**src/aiomc_pkg.sv**
```systemverilog
// Purpose: Shared constants and types for the analog I/O module control block
// Assumes: One 100 MHz module clock, asynchronous active-high reset
// Notes: Long cycle counts are also top-level parameters so simulation can shorten them
package aiomc_pkg;

  // ---------------------------------------------------------------
  // Widths and channel counts
  // ---------------------------------------------------------------
  localparam int CODE_W = 16;
  localparam int NCH = 4;
  localparam int CH_W = 2;
  localparam int AVG_LOG2 = 2;

  // ---------------------------------------------------------------
  // Timing
  // ---------------------------------------------------------------
  localparam int CLK_MHZ = 100;
  localparam int INIT_TIME_US = 100;
  localparam int INIT_CYCLES = INIT_TIME_US * CLK_MHZ;
  localparam int BLINK_HALF_MS = 250;
  localparam int BLINK_CYCLES = BLINK_HALF_MS * 1000 * CLK_MHZ;

  // ---------------------------------------------------------------
  // Reset values
  // ---------------------------------------------------------------
  localparam logic [CODE_W-1:0] RST_CODE = 16'h0000;
  localparam logic [CH_W-1:0] RST_CH = 2'h0;

  // ---------------------------------------------------------------
  // Types
  // ---------------------------------------------------------------
  typedef enum logic [3:0] {
    LED_OFF    = 4'b0001,
    LED_GREEN  = 4'b0010,
    LED_ORANGE = 4'b0100,
    LED_RED    = 4'b1000
  } aiomc_led_t;

  typedef enum logic [1:0] {
    ST_INIT = 2'b01,
    ST_RUN  = 2'b10
  } aiomc_life_t;

  typedef enum logic [1:0] {
    CV_IDLE = 2'b01,
    CV_WAIT = 2'b10
  } aiomc_conv_t;

  typedef struct packed {
    logic held;
    logic signed [CODE_W-1:0] value;
    logic signed [CODE_W-1:0] max;
    logic signed [CODE_W-1:0] min;
  } aiomc_ain_rpt_t;

  typedef struct packed {
    logic [CH_W-1:0] ch;
    logic [CODE_W-1:0] code;
  } aiomc_dac_cmd_t;

endpackage : aiomc_pkg

```
**src/aiomc_chan.sv**
```systemverilog
// Purpose: One analog input channel: plain sample, mean of several, max/min hold
// Assumes: sample_valid_in is a one-cycle pulse from the conversion sequencer
// Notes: Max/min always track raw samples, also while averaging
module aiomc_chan (
  input wire logic clk_sys_in,
  input wire logic rst_in,
  input wire logic sample_valid_in,
  input wire logic signed [aiomc_pkg::CODE_W-1:0] sample_in,
  input wire logic avg_en_in,
  input wire logic hold_en_in,
  input wire logic hold_restart_in,
  output logic rpt_valid_out,
  output aiomc_pkg::aiomc_ain_rpt_t rpt_out
);
  import aiomc_pkg::*;

  localparam int ACC_W = CODE_W + AVG_LOG2;

  logic signed [ACC_W-1:0] acc_r;
  logic signed [ACC_W-1:0] sum;
  logic [AVG_LOG2-1:0] cnt_r;
  logic first_r;
  logic fresh;
  logic last;
  logic held_r;
  logic signed [CODE_W-1:0] value_r;
  logic signed [CODE_W-1:0] max_r;
  logic signed [CODE_W-1:0] min_r;

  assign sum = acc_r + ACC_W'(sample_in);
  assign last = (cnt_r == {AVG_LOG2{1'b1}});
  // A sample in the restart cycle already counts as the first one
  assign fresh = first_r || hold_restart_in;
  // One register per field keeps each field with a single writer
  assign rpt_out = {held_r, value_r, max_r, min_r};

  // ---------------------------------------------------------------
  // Averaging
  // ---------------------------------------------------------------
  always_ff @(posedge clk_sys_in or posedge rst_in) begin
    if (rst_in) begin
      acc_r <= '0;
      cnt_r <= '0;
    end else if (!avg_en_in) begin
      acc_r <= '0;
      cnt_r <= '0;
    end else if (sample_valid_in) begin
      acc_r <= last ? '0 : sum;
      cnt_r <= cnt_r + 1'b1;
    end
  end

  // ---------------------------------------------------------------
  // Report register
  // ---------------------------------------------------------------
  always_ff @(posedge clk_sys_in or posedge rst_in) begin
    if (rst_in) begin
      rpt_valid_out <= 1'b0;
      value_r <= RST_CODE;
      held_r <= 1'b0;
    end else begin
      rpt_valid_out <= sample_valid_in && (!avg_en_in || last);
      held_r <= hold_en_in;
      if (sample_valid_in && !avg_en_in) begin
        value_r <= sample_in;
      end else if (sample_valid_in && last) begin
        value_r <= sum[ACC_W-1:AVG_LOG2];
      end
    end
  end

  // ---------------------------------------------------------------
  // Max/min hold, restarted by reset or re-selection
  // ---------------------------------------------------------------
  always_ff @(posedge clk_sys_in or posedge rst_in) begin
    if (rst_in) begin
      first_r <= 1'b1;
      max_r <= RST_CODE;
      min_r <= RST_CODE;
    end else if (sample_valid_in && hold_en_in) begin
      first_r <= 1'b0;
      if (fresh || sample_in > max_r) begin
        max_r <= sample_in;
      end
      if (fresh || sample_in < min_r) begin
        min_r <= sample_in;
      end
    end else if (hold_restart_in) begin
      first_r <= 1'b1;
    end
  end
endmodule : aiomc_chan

```
**src/aiomc_top.sv**
```systemverilog
// Purpose: Control of a four-in, four-out analog I/O extension module
// Assumes: Controller-side signals are on clk_sys_in; supply and watchdog flags are pins
// Notes: Converters are driven through start/done and load/ready handshakes
//
// Functional notes
// - Every input sample and output setting is a 16-bit code.
// - Four input channels, each from the ten or five volt range.
// - Four output channels, each driven from its own code.
// - Converted value of each enabled input goes to the controller.
// - Controller supplies each output value; device loads it into that converter.
// - With averaging, report the mean of several conversions, not single samples.
// - With hold, track and report largest and smallest values per input.
// - Run indicator green when powered properly, orange initialising, else dark.
// - Fault indicator blinks red on warning, steady red on alarm.
// - Fault indicator orange while initialising, dark in normal running.
// - Both indicators orange from power-on until initialisation ends.
// - Watchdog error forces both indicators steady red over everything.
// - No conversion of any kind starts without analog supply.
// - Alarm raised when analog supply was absent as control supply came up.
// - Controller setting selects ten or five volt input range per module.
module aiomc_top #(
  parameter int unsigned INIT_CYC = aiomc_pkg::INIT_CYCLES,
  parameter int unsigned BLINK_CYC = aiomc_pkg::BLINK_CYCLES
) (
  input wire logic clk_sys_in,
  input wire logic rst_in,
  input wire logic ana_supply_ok_in,
  input wire logic ctrl_supply_ok_in,
  input wire logic watchdog_err_in,
  input wire logic warning_in,
  input wire logic alarm_in,
  input wire logic input_range_setting_in,
  input wire logic avg_en_in,
  input wire logic hold_en_in,
  input wire logic [aiomc_pkg::NCH-1:0] ain_en_in,
  output logic adc_start_out,
  output logic [aiomc_pkg::CH_W-1:0] adc_ch_out,
  output logic adc_range_5v_out,
  input wire logic adc_done_in,
  input wire logic signed [aiomc_pkg::CODE_W-1:0] adc_data_in,
  output logic [aiomc_pkg::NCH-1:0] ain_valid_out,
  output aiomc_pkg::aiomc_ain_rpt_t [aiomc_pkg::NCH-1:0] ain_rpt_out,
  input wire logic dac_wr_in,
  input wire aiomc_pkg::aiomc_dac_cmd_t dac_wr_cmd_in,
  input wire logic dac_ready_in,
  output logic dac_load_out,
  output aiomc_pkg::aiomc_dac_cmd_t dac_cmd_out,
  output logic power_order_alarm_out,
  output aiomc_pkg::aiomc_led_t run_led_out,
  output aiomc_pkg::aiomc_led_t err_led_out
);
  import aiomc_pkg::*;

  // ---------------------------------------------------------------
  // Pin synchronisers: ana supply, ctrl supply, watchdog
  // ---------------------------------------------------------------
  logic [2:0] sync1_r;
  logic [2:0] sync2_r;
  logic ana_ok;
  logic ctrl_ok;
  logic wdog;

  always_ff @(posedge clk_sys_in or posedge rst_in) begin
    if (rst_in) begin
      sync1_r <= 3'h0;
      sync2_r <= 3'h0;
    end else begin
      sync1_r <= {watchdog_err_in, ctrl_supply_ok_in, ana_supply_ok_in};
      sync2_r <= sync1_r;
    end
  end

  assign ana_ok = sync2_r[0];
  assign ctrl_ok = sync2_r[1];
  assign wdog = sync2_r[2];

  // ---------------------------------------------------------------
  // Initialisation and power order
  // ---------------------------------------------------------------
  aiomc_life_t life_r;
  logic [31:0] init_cnt_r;
  logic ctrl_seen_r;
  logic running;

  assign running = (life_r == ST_RUN);

  always_ff @(posedge clk_sys_in or posedge rst_in) begin
    if (rst_in) begin
      life_r <= ST_INIT;
      init_cnt_r <= 32'h0;
    end else begin
      case (life_r)
        ST_INIT: begin
          if (ctrl_ok) begin
            init_cnt_r <= init_cnt_r + 32'h1;
            if (init_cnt_r >= INIT_CYC - 1) begin
              life_r <= ST_RUN;
            end
          end
        end
        default: life_r <= ST_RUN;
      endcase
    end
  end

  // The alarm is sticky: only a reset clears a bad power-up order
  always_ff @(posedge clk_sys_in or posedge rst_in) begin
    if (rst_in) begin
      ctrl_seen_r <= 1'b0;
      power_order_alarm_out <= 1'b0;
    end else if (ctrl_ok && !ctrl_seen_r) begin
      ctrl_seen_r <= 1'b1;
      power_order_alarm_out <= !ana_ok;
    end
  end

  // ---------------------------------------------------------------
  // Input conversion sequencer
  // ---------------------------------------------------------------
  aiomc_conv_t cv_r;
  logic [CH_W-1:0] cv_ch_r;
  logic [NCH-1:0] samp_v_r;
  logic signed [CODE_W-1:0] samp_r;
  logic conv_ok;

  assign conv_ok = running && ana_ok;
  assign adc_ch_out = cv_ch_r;

  always_ff @(posedge clk_sys_in or posedge rst_in) begin
    if (rst_in) begin
      cv_r <= CV_IDLE;
      cv_ch_r <= RST_CH;
      adc_start_out <= 1'b0;
      samp_v_r <= '0;
      samp_r <= RST_CODE;
    end else begin
      adc_start_out <= 1'b0;
      samp_v_r <= '0;
      case (cv_r)
        CV_IDLE: begin
          if (conv_ok && ain_en_in[cv_ch_r]) begin
            adc_start_out <= 1'b1;
            cv_r <= CV_WAIT;
          end else if (conv_ok) begin
            cv_ch_r <= cv_ch_r + 1'b1;
          end
        end
        CV_WAIT: begin
          if (!ana_ok) begin
            cv_r <= CV_IDLE; // Conversion result is meaningless without supply
          end else if (adc_done_in) begin
            samp_v_r[cv_ch_r] <= 1'b1;
            samp_r <= adc_data_in;
            cv_ch_r <= cv_ch_r + 1'b1;
            cv_r <= CV_IDLE;
          end
        end
        default: cv_r <= CV_IDLE;
      endcase
    end
  end

  // Range follows the controller setting; changes apply to the next start
  always_ff @(posedge clk_sys_in or posedge rst_in) begin
    if (rst_in) begin
      adc_range_5v_out <= 1'b0;
    end else if (cv_r == CV_IDLE) begin
      adc_range_5v_out <= input_range_setting_in;
    end
  end

  // ---------------------------------------------------------------
  // Per-channel processing
  // ---------------------------------------------------------------
  logic hold_d_r;

  always_ff @(posedge clk_sys_in or posedge rst_in) begin
    if (rst_in) begin
      hold_d_r <= 1'b0;
    end else begin
      hold_d_r <= hold_en_in;
    end
  end

  for (genvar i = 0; i < NCH; i++) begin : g_chan
    aiomc_chan u_chan (
      .clk_sys_in(clk_sys_in),
      .rst_in(rst_in),
      .sample_valid_in(samp_v_r[i]),
      .sample_in(samp_r),
      .avg_en_in(avg_en_in),
      .hold_en_in(hold_en_in),
      .hold_restart_in(hold_en_in && !hold_d_r),
      .rpt_valid_out(ain_valid_out[i]),
      .rpt_out(ain_rpt_out[i])
    );
  end

  // ---------------------------------------------------------------
  // Output converter loading
  // ---------------------------------------------------------------
  logic [NCH-1:0] dac_pend_r;
  logic [NCH-1:0][CODE_W-1:0] dac_code_r;
  logic [CH_W-1:0] pick;
  logic found;
  logic issue;

  always_comb begin
    pick = RST_CH;
    found = 1'b0;
    for (int k = NCH - 1; k >= 0; k--) begin
      if (dac_pend_r[k]) begin
        pick = CH_W'(k);
        found = 1'b1;
      end
    end
  end

  assign issue = found && running && ana_ok && dac_ready_in;

  // A new write in the issue cycle keeps the channel pending
  always_ff @(posedge clk_sys_in or posedge rst_in) begin
    if (rst_in) begin
      dac_pend_r <= '0;
      dac_code_r <= '0;
    end else begin
      for (int k = 0; k < NCH; k++) begin
        if (dac_wr_in && dac_wr_cmd_in.ch == CH_W'(k)) begin
          dac_pend_r[k] <= 1'b1;
          dac_code_r[k] <= dac_wr_cmd_in.code;
        end else if (issue && pick == CH_W'(k)) begin
          dac_pend_r[k] <= 1'b0;
        end
      end
    end
  end

  always_ff @(posedge clk_sys_in or posedge rst_in) begin
    if (rst_in) begin
      dac_load_out <= 1'b0;
      dac_cmd_out <= '0;
    end else begin
      dac_load_out <= issue;
      if (issue) begin
        dac_cmd_out.ch <= pick;
        dac_cmd_out.code <= dac_code_r[pick];
      end
    end
  end

  // ---------------------------------------------------------------
  // Indicators
  // ---------------------------------------------------------------
  logic [31:0] blink_cnt_r;
  logic blink_r;
  aiomc_led_t run_nxt;
  aiomc_led_t err_nxt;

  always_ff @(posedge clk_sys_in or posedge rst_in) begin
    if (rst_in) begin
      blink_cnt_r <= 32'h0;
      blink_r <= 1'b0;
    end else if (blink_cnt_r >= BLINK_CYC - 1) begin
      blink_cnt_r <= 32'h0;
      blink_r <= !blink_r;
    end else begin
      blink_cnt_r <= blink_cnt_r + 32'h1;
    end
  end

  always_comb begin
    if (wdog) begin
      run_nxt = LED_RED;
      err_nxt = LED_RED;
    end else if (!running) begin
      run_nxt = LED_ORANGE;
      err_nxt = LED_ORANGE;
    end else begin
      run_nxt = (ctrl_ok && !power_order_alarm_out) ? LED_GREEN : LED_OFF;
      if (alarm_in || power_order_alarm_out) begin
        err_nxt = LED_RED;
      end else if (warning_in) begin
        err_nxt = blink_r ? LED_RED : LED_OFF;
      end else begin
        err_nxt = LED_OFF;
      end
    end
  end

  always_ff @(posedge clk_sys_in or posedge rst_in) begin
    if (rst_in) begin
      run_led_out <= LED_ORANGE;
      err_led_out <= LED_ORANGE;
    end else begin
      run_led_out <= run_nxt;
      err_led_out <= err_nxt;
    end
  end
endmodule : aiomc_top

```
**config.mk**
```make
export PLATFORM = sky130hd
export DESIGN_NAME = aiomc_top
export DESIGN_NICKNAME = d
export VERILOG_FILES = /design/src/aiomc_pkg.sv /design/src/aiomc_chan.sv /design/src/aiomc_top.sv
export SDC_FILE = /design/constraint.sdc
export NUM_CORES = 1
export LEC_CHECK = 0
export BUFFER_PORTS_ARGS = -buffer_cell sky130_fd_sc_hd__buf_4
export CORE_ASPECT_RATIO = 1.5
export CORE_UTILIZATION = 25
export DETAILED_ROUTE_END_ITERATION = 12
export GPL_TIMING_DRIVEN = 0
export MAX_ROUTING_LAYER = met4
export PLACE_DENSITY_LB_ADDON = 0.3
export SETUP_SLACK_MARGIN = 0.02
export SLEW_MARGIN = 30
export SYNTH_ARGS = -nofsm -noshare
export SYNTH_HDL_FRONTEND = slang
export SYNTH_SLANG_ARGS = --single-unit
```
**constraint.sdc**
```tcl
create_clock -name clk_sys_in -period 16.02 [get_ports clk_sys_in]
set_input_delay 0.801 -clock clk_sys_in [delete_from_list [all_inputs] [get_ports clk_sys_in]]
set_output_delay 0.801 -clock clk_sys_in [all_outputs]
set_load 0.005 [all_outputs]
```
==> results of run 1 <==
## flip-flops by register name, summed over array words and instances, names as in the netlist, 3 cells and up
name	count
g_chan.u_chan.acc_r	72
dac_code_r	64
g_chan.u_chan.max_r	64
g_chan.u_chan.min_r	64
g_chan.u_chan.value_r	64
blink_cnt_r	32
init_cnt_r	32
dac_cmd_out	18
samp_r	16
g_chan.u_chan.cnt_r	8
dac_pend_r	4
g_chan.u_chan.first_r	4
g_chan.u_chan.rpt_valid_out	4
run_led_out	4
samp_v_r	4
sync1_r	3
sync2_r	3
## final cells by class
class / instances / share of cell area (%)
multi-input combinational: 1619 / 39.8
sequential: 475 / 38.0
timing repair buffer: 290 / 7.40
tap: 1305 / 5.21
clock buffer: 79 / 4.90
inverter: 182 / 2.21
buffer: 91 / 1.62
clock inverter: 22 / 0.858
antenna: 9 / 0.0718
## path summary, 6_finish.rpt
path / cells past startpoint / to / from / slack [ns]
worst max register to register: 13 / g_chan[3].u_chan.max_r[3] / samp_r[0] / 11.92
worst min-delay path: 2 / dac_code_r[49] / rst_in / 0.07
worst min register to register: 0 / sync2_r[0] / sync1_r[0] / 0.35
max in group asynchronous: 6 / samp_r[1] / rst_in / 14.11
worst max-delay path: 13 / g_chan[3].u_chan.max_r[3] / samp_r[0] / 11.92
min in group clk_sys_in: 1 / sync1_r[1] / ctrl_supply_ok_in / 0.28
## through the flow
step                      hold slack, ns  area, um^2  power (mW)
after floorplan                    0.331       25500        2.25
after global placement             0.334       29300        2.87
after detailed placement           0.336       29500        2.90
after CTS                         0.0287       31300        4.22
after global routing              0.0476       31400        4.40
final                             0.0732       31400        4.16
## per-layer routing
layer	global-route usage, %	vias to the layer above
li1	-	9149
met1	21.3	9735
met2	30.0	469
met3	4.89	115
met4	4.76	0
met5	-	-
## synth_stat cells, types with 23 or more instances
library cell,n
dfrtp_1,468
ha_1,202
inv_1,179
nor2_1,166
mux2_2,137
nand2_1,130
a21oi_1,125
o21ai_0,90
a21o_1,87
xnor2_1,74
clkbuf_1,60
nand3_1,60
a22o_1,45
xor2_1,44
o22ai_1,36
nand4_1,32
mux2i_1,31
mux2_1,29
nand2b_1,23
## cell families (layout without fill, tap and decap cells)
group                      after synthesis  count (layout)
AOI/OAI and AO/OA                      555             555
xor gates and xnor gates               119             119
adders and majority gates              206             206
buffers and inverters                  273             664
DFF                                    475             475
muxes                                  219             219
other                                    1              17
and+or+nand+nor                        512             512
## power by group through the flow
| stage | clock network, mW | logic [mW] | registers (mW) |
|---|---|---|---|
| floorplan | 0 | 0.800 | 1.45 |
| global placement | 0 | 1.25 | 1.61 |
| detailed placement | 0 | 1.31 | 1.60 |
| CTS | 1.33 | 1.31 | 1.58 |
| global route | 1.37 | 1.44 | 1.59 |
| finish | 1.30 | 1.30 | 1.57 |
## cells in the final DEF, fill, tap and decap left out, drive strengths merged, types with 61 or more instances in the layout
master,n
clkbuf,139
xnor2,74
nand3,61
a21oi,126
nand2,130
inv,181
ha,202
buf,321
nor2,166
dfrtp,468
o21ai,100
mux2,187
a21o,87
==> flow_summary_export.csv, run 1 <==
group,metric,value,unit
status,status,"completed",
clocking,clock_sinks,475,
detailed_routing,num_vias,19500,
final_layout,fillCellCount,10400,
detailed_routing,drtPass1Iterations,6,
timing,max_freq,244,MHz
detailed_routing,maxUsedRoutingLayer,"met4",
yosys,synthDistinctLibCells,83,
clocking,cts_buffers,54,
power_and_ir_drop,p_leak,15.1,nW
placement,port_buffers,280,
yosys,yosys.area_share.simple,9.51,%
critical_path,crit_top_cell,"o21a_1",
final_layout,fin_nets,2970,
floorplanning,die_y,393,um
power_and_ir_drop,switching_share,37.3,%
timing,period_share,25.6,%
yosys,syn_area,0.0255,mm^2
clocking,cts_resized,0,
power_and_ir_drop,power_density,133,mW/mm^2
critical_path,cp_slowest_cell,"dfrtp_1",
job,max_cap_violations,0,
floorplanning,die_w,263,um
floorplanning,coreArea,0.101,mm^2
final_layout,drive_gt1_share,22.7,%
final_layout,syn2layout_area_growth,23.0,%
min_path,hold_path_class,"in2async",
yosys,synth_top_family_by_area,"compound AO/OA/AOI/OAI gates",
global_route,grt_pass1_wl,134000,um
global_route,grt_max_degree,87,
power_and_ir_drop,p_sw,1.55,mW
floorplanning,die_area,0.103,mm^2
yosys,syn_inst,2360,
yosys,yosysSeqAreaShare,46.7,%
critical_path,worstSetupPathType,"reg2reg",
detailed_routing,m1WireLength,38000,um
timing,setup_viol,0,
power_and_ir_drop,power_frac_clock,31.1,%
placement,dp_slack,11.83,ns
yosys,ys.flop_type,"dfrtp_1",
yosys,synth_compound_area_share,15.0,%
global_route,grt_pass1_vias,20000,
critical_path,critical_path_buf_inv_count,4,
floorplanning,boundaryPins,283,
critical_path,critPathMaxStageDelay,0.65,ns
placement,place_congestion,0.889,
detailed_routing,met2_length,43800,um
critical_path,cp.required,16.53,ns
yosys,synth_adder_area_share,10.2,%
global_route,antenna_found_initial,9,
power_and_ir_drop,p_comb_share,31.1,%
global_route,gr-total-overflow,0,
clocking,ctsHoldBuffers,0,
placement,dpl.hpwl,65200,um
detailed_routing,drtAntennaViolNets,0,
yosys,synth-xor-area-share,4.14,%
detailed_routing,drt_wl_total,90600,um
yosys,yosysWarnings,0,
yosys,muxShareOfSynthArea,9.87,%
critical_path,cp.arrival,4.62,ns
clocking,cts-root-buf,"clkbuf_16",
critical_path,critPathMaxFanout,10,
clocking,cts_tree,"done",
yosys,synth_edf_count,0,
yosys,yosysTopAreaCell,"dfrtp_1",
timing,hold_viol_final,0,
power_and_ir_drop,p_int,2.61,mW
floorplanning,num_rows,143,
timing,layout_min_cycle_time,4.10,ns
detailed_routing,drc,0,
power_and_ir_drop,peakVddDrop,0.0924,mV
timing,worst_slack,11.92,ns
final_layout,multi_input_area,0.0125,mm^2
timing,worstMarginPinSlew,0.952,ns
clocking,postCtsSetupBuffers,0,
timing,finalClockSkew,0.0381,ns
timing,slew_viol_final,0,
yosys,postSynth.asyncResetShare,100,%
final_layout,utilization,31.0,%
placement,dpl.cell_count,3962,
clocking,max-clock-path-buffers,3,
clocking,clkTransAtPathRegs,0.06,ns
yosys,avgSynthCellArea,10.8,um^2
clocking,htreeDepth,2,
clocking,clk_latency,0.63,ns
yosys,ys_top_cells_by_area,"dfrtp_1 46%, ha_1 9.9%, mux2_2 6.1%",
critical_path,worstSetupStartpointType,"flop",
critical_path,worstPathCellList,"buf_2, clkbuf_2, inv_1, ha_1, nor2b_1, o21a_1, o21a_1, o21bai_2, a21oi_1, nor3_1, o311ai_4, buf_8, mux2_4",
timing,fin_tns_setup,0,ns
detailed_routing,avgRoutedWirePerCell,22.2,um
detailed_routing,first_iter_violations,1202,
yosys,yosysTopAreaCellShare,45.9,%
power_and_ir_drop,pwr-share-seq,37.8,%
critical_path,cp_top_family,"buffers and inverters",
detailed_routing,via_per_inst,4.78,
critical_path,end_kind,"flop",
global_route,grt_use_total,18.0,%
yosys,ys_ff_latch,475,
floorplanning,start_util,25.2,%
detailed_routing,route.met3.wl,6610,um
final_layout,seqCellArea,0.0119,mm^2
final_layout,stdcell_count,4072,
timing,slew_headroom,36.3,%
timing,rsz0062_at_grt,"false",
Power figures use the tool's default switching activity.
==> inputs of run 2 (changes only) <==
ABC_AREA = 1   (was default)
clock period = 3.61 ns   (was 16.02 ns; I/O delays follow)
==> run 2 against run 1 <==
Worst setup slack worse by 12 ns; first-iteration DRC count rose by 55%; die area grew 5.1%; sequential power rose to 5.0 times the previous value; global-route usage up 0.081 points; area after synthesis increased by 5.2%; clock power rose to 4.4 times the previous value; core utilization grew 0.58 points; final area up 6.6%; combinational power rose to 6.5 times the previous value; maximum frequency grew 21%; non-clock buffer count is 85 higher.
==> flow_summary_export.csv, run 2 <==
group,metric,value,unit
status,status,"completed",
final_layout,syn2layout_area_growth,24.7,%
floorplanning,die_w,269,um
detailed_routing,avgRoutedWirePerCell,18.5,um
min_path,holdPathStages,4,
yosys,yosysTopAreaCellShare,43.7,%
clocking,clkTransAtPathRegs,0.06,ns
global_route,grt_pass1_vias,23800,
final_layout,regMostFlops,"g_chan.u_chan.acc_r",
global_route,grt_use_total,18.1,%
timing,slew_viol_final,0,
detailed_routing,drtPass1Iterations,5,
yosys,syn_inst,3323,
placement,place_congestion,0.921,
yosys,synth_edf_count,0,
placement,dp_slack,-0.648,ns
yosys,yosysWarnings,0,
yosys,yosysSeqAreaShare,44.4,%
clocking,cts_buffers,54,
yosys,synth.most_common_cell,"nand2_1",
placement,port_buffers,280,
critical_path,critPathMaxFanout,13,
timing,setup_viol,0,
global_route,grt_pass1_wl,146000,um
yosys,synthDistinctLibCells,52,
clocking,clk_latency,0.64,ns
power_and_ir_drop,power_density,659,mW/mm^2
final_layout,stdcell_count,5187,
detailed_routing,via_per_inst,4.61,
yosys,postSynth.asyncResetShare,100,%
critical_path,worstSetupStartpointType,"flop",
clocking,htreeDepth,2,
final_layout,final_common_cell,"nand2_1",
timing,worstMarginPinSlew,1.06,ns
yosys,ys_top_cells_by_area,"dfrtp_1 44%, nand2_1 14%, ha_1 9.4%",
detailed_routing,first_iter_violations,1863,
yosys,syn_area,0.0268,mm^2
min_path,hold_path_class,"in2reg",
yosys,ys.flop_type,"dfrtp_1",
clocking,cts-root-buf,"clkbuf_16",
final_layout,largest_reg_flops,72,
global_route,antenna_found_initial,2,
clocking,max-clock-path-buffers,3,
detailed_routing,drtAntennaViolNets,0,
detailed_routing,drt_wl_total,96200,um
critical_path,end_kind,"flop",
power_and_ir_drop,peakVddDrop,0.399,mV
global_route,grt_max_degree,29,
placement,dpl_cell_area,0.0312,mm^2
timing,slew_headroom,29.5,%
floorplanning,die_y,403,um
timing,rsz0062_at_grt,"false",
final_layout,fillCellCount,11300,
yosys,synth_common_cells,"995 x nand2_1, 468 x dfrtp_1, 374 x inv_1, 285 x nand3_1, 231 x nor2_1",
yosys,yosysTopAreaCell,"dfrtp_1",
yosys,avgSynthCellArea,8.07,um^2
placement,dpl.hpwl,70800,um
floorplanning,boundaryPins,283,
timing,hold_viol_final,0,
floorplanning,start_util,25.3,%
floorplanning,coreArea,0.106,mm^2
floorplanning,die_area,0.109,mm^2
clocking,cts_tree,"done",
detailed_routing,drc,0,
yosys,ys_ff_latch,475,
placement,dpl.cell_count,5036,
floorplanning,num_rows,146,
timing,finalClockSkew,0.0273,ns
global_route,gr-total-overflow,0,
critical_path,cp.required,4.13,ns
timing,period_share,93.7,%
final_layout,final_cell_mix,"995 x nand2_1, 454 x dfrtp_1, 373 x inv_1",
final_layout,drive_gt1_share,14.0,%
timing,max_freq,296,MHz
final_layout,fin_nets,3992,
clocking,clock_sinks,475,
timing,worst_slack,0.228,ns
power_and_ir_drop,p_leak,17.1,nW
job,max_cap_violations,0,
final_layout,final_design_area_no_fill,0.0334,mm^2
detailed_routing,num_vias,23900,
critical_path,cp.arrival,3.90,ns
critical_path,worstSetupPathType,"reg2reg",
clocking,postCtsSetupBuffers,0,
timing,layout_min_cycle_time,3.38,ns
critical_path,r2r_cells,15,
run 2: report_power, final:
part           internal [mW]  switching (mW)  total [mW]
Clock                   3.25            2.44        5.70
Combinational           3.34            5.14        8.48
Sequential              6.25            1.59        7.85
run 2: final cells by class:
| type | instances | area [um^2] | share of cell area [%] |
|---|---|---|---|
| Multi-Input combinational cell | 2354 | 12900 | 38.7 |
| Sequential cell | 475 | 11900 | 35.7 |
| Timing Repair Buffer | 349 | 3020 | 9.02 |
| Tap cell | 1406 | 1760 | 5.26 |
| Clock buffer | 77 | 1500 | 4.49 |
| Inverter | 384 | 1450 | 4.33 |
| Buffer | 117 | 582 | 1.74 |
| Clock inverter | 23 | 265 | 0.794 |
| Antenna cell | 2 | 5.00 | 0.0150 |
run 2: kinds of logic (layout without fill, tap and decap cells):
group / Yosys count / count (layout) / synth area share [%]
other cells: 1 / 10 / 0.0140
mux: 13 / 13 / 0.546
simple gates: 1650 / 1650 / 26.2
flops: 475 / 475 / 44.4
buf+inv: 501 / 950 / 7.49
xor+xnor: 87 / 87 / 2.84
compound gates: 390 / 390 / 8.86
fa+ha+maj: 206 / 206 / 9.73
run 2: through the flow:
stage | utilization [%] | total power [mW] | hold WS, ns | TNS [ns]
floorplan | - | 12.2 | 0.212 | -1412.28
global placement | 29.0 | 16.2 | 0.291 | -3026.51
detailed placement | 29.4 | 16.4 | 0.231 | -17.80
CTS | 31.5 | 22.3 | 0.0162 | 0
global route | 31.5 | 23.6 | 0.0695 | 0
finish | 31.5 | 22.0 | 0.0569 | 0
run 2: final timing paths:
check | slack [ns] | start | end
min in group asynchronous | 0.13 | rst_in | g_chan[0].u_chan.min_r[15]
max reg2reg | 0.23 | samp_r[1] | g_chan[2].u_chan.value_r[12]
min | 0.06 | dac_wr_cmd_in[16] | dac_code_r[61]
max | 0.23 | samp_r[1] | g_chan[2].u_chan.value_r[12]
min reg2reg | 0.34 | sync1_r[0] | sync2_r[0]
max in group asynchronous | 2.31 | rst_in | dac_cmd_out[13]
run 2: timing repair:
item                                   CTS  global route
hold buffers                            49             0
setup endpoints to repair               56             1
resized for setup                        2             2
endpoints found under the hold margin  217             0
run 2: routing by layer:
layer  track usage (%)  wire (um)  vias to the layer above
li1                  -          -                    11600
met2              30.3      46500                      706
met5                 -          0                        -
met1              21.6      40000                    11500
met3              4.10       6950                      131
met4              5.19       2740                        0
run 2: worst max-delay path, stage by stage, from the launching register on:
cell     delay, ns
dfrtp_4       0.63
buf_2         0.44
inv_1         0.31
fa_1          0.53
inv_1         0.07
nand3_1       0.06
nand2_1       0.15
a21oi_1       0.14
o21ai_0       0.38
nand2_1       0.13
nand2_1       0.08
nand2_1       0.04
nand2_1       0.07
nand2_1       0.05
nand2_1       0.09
nand2_1       0.05
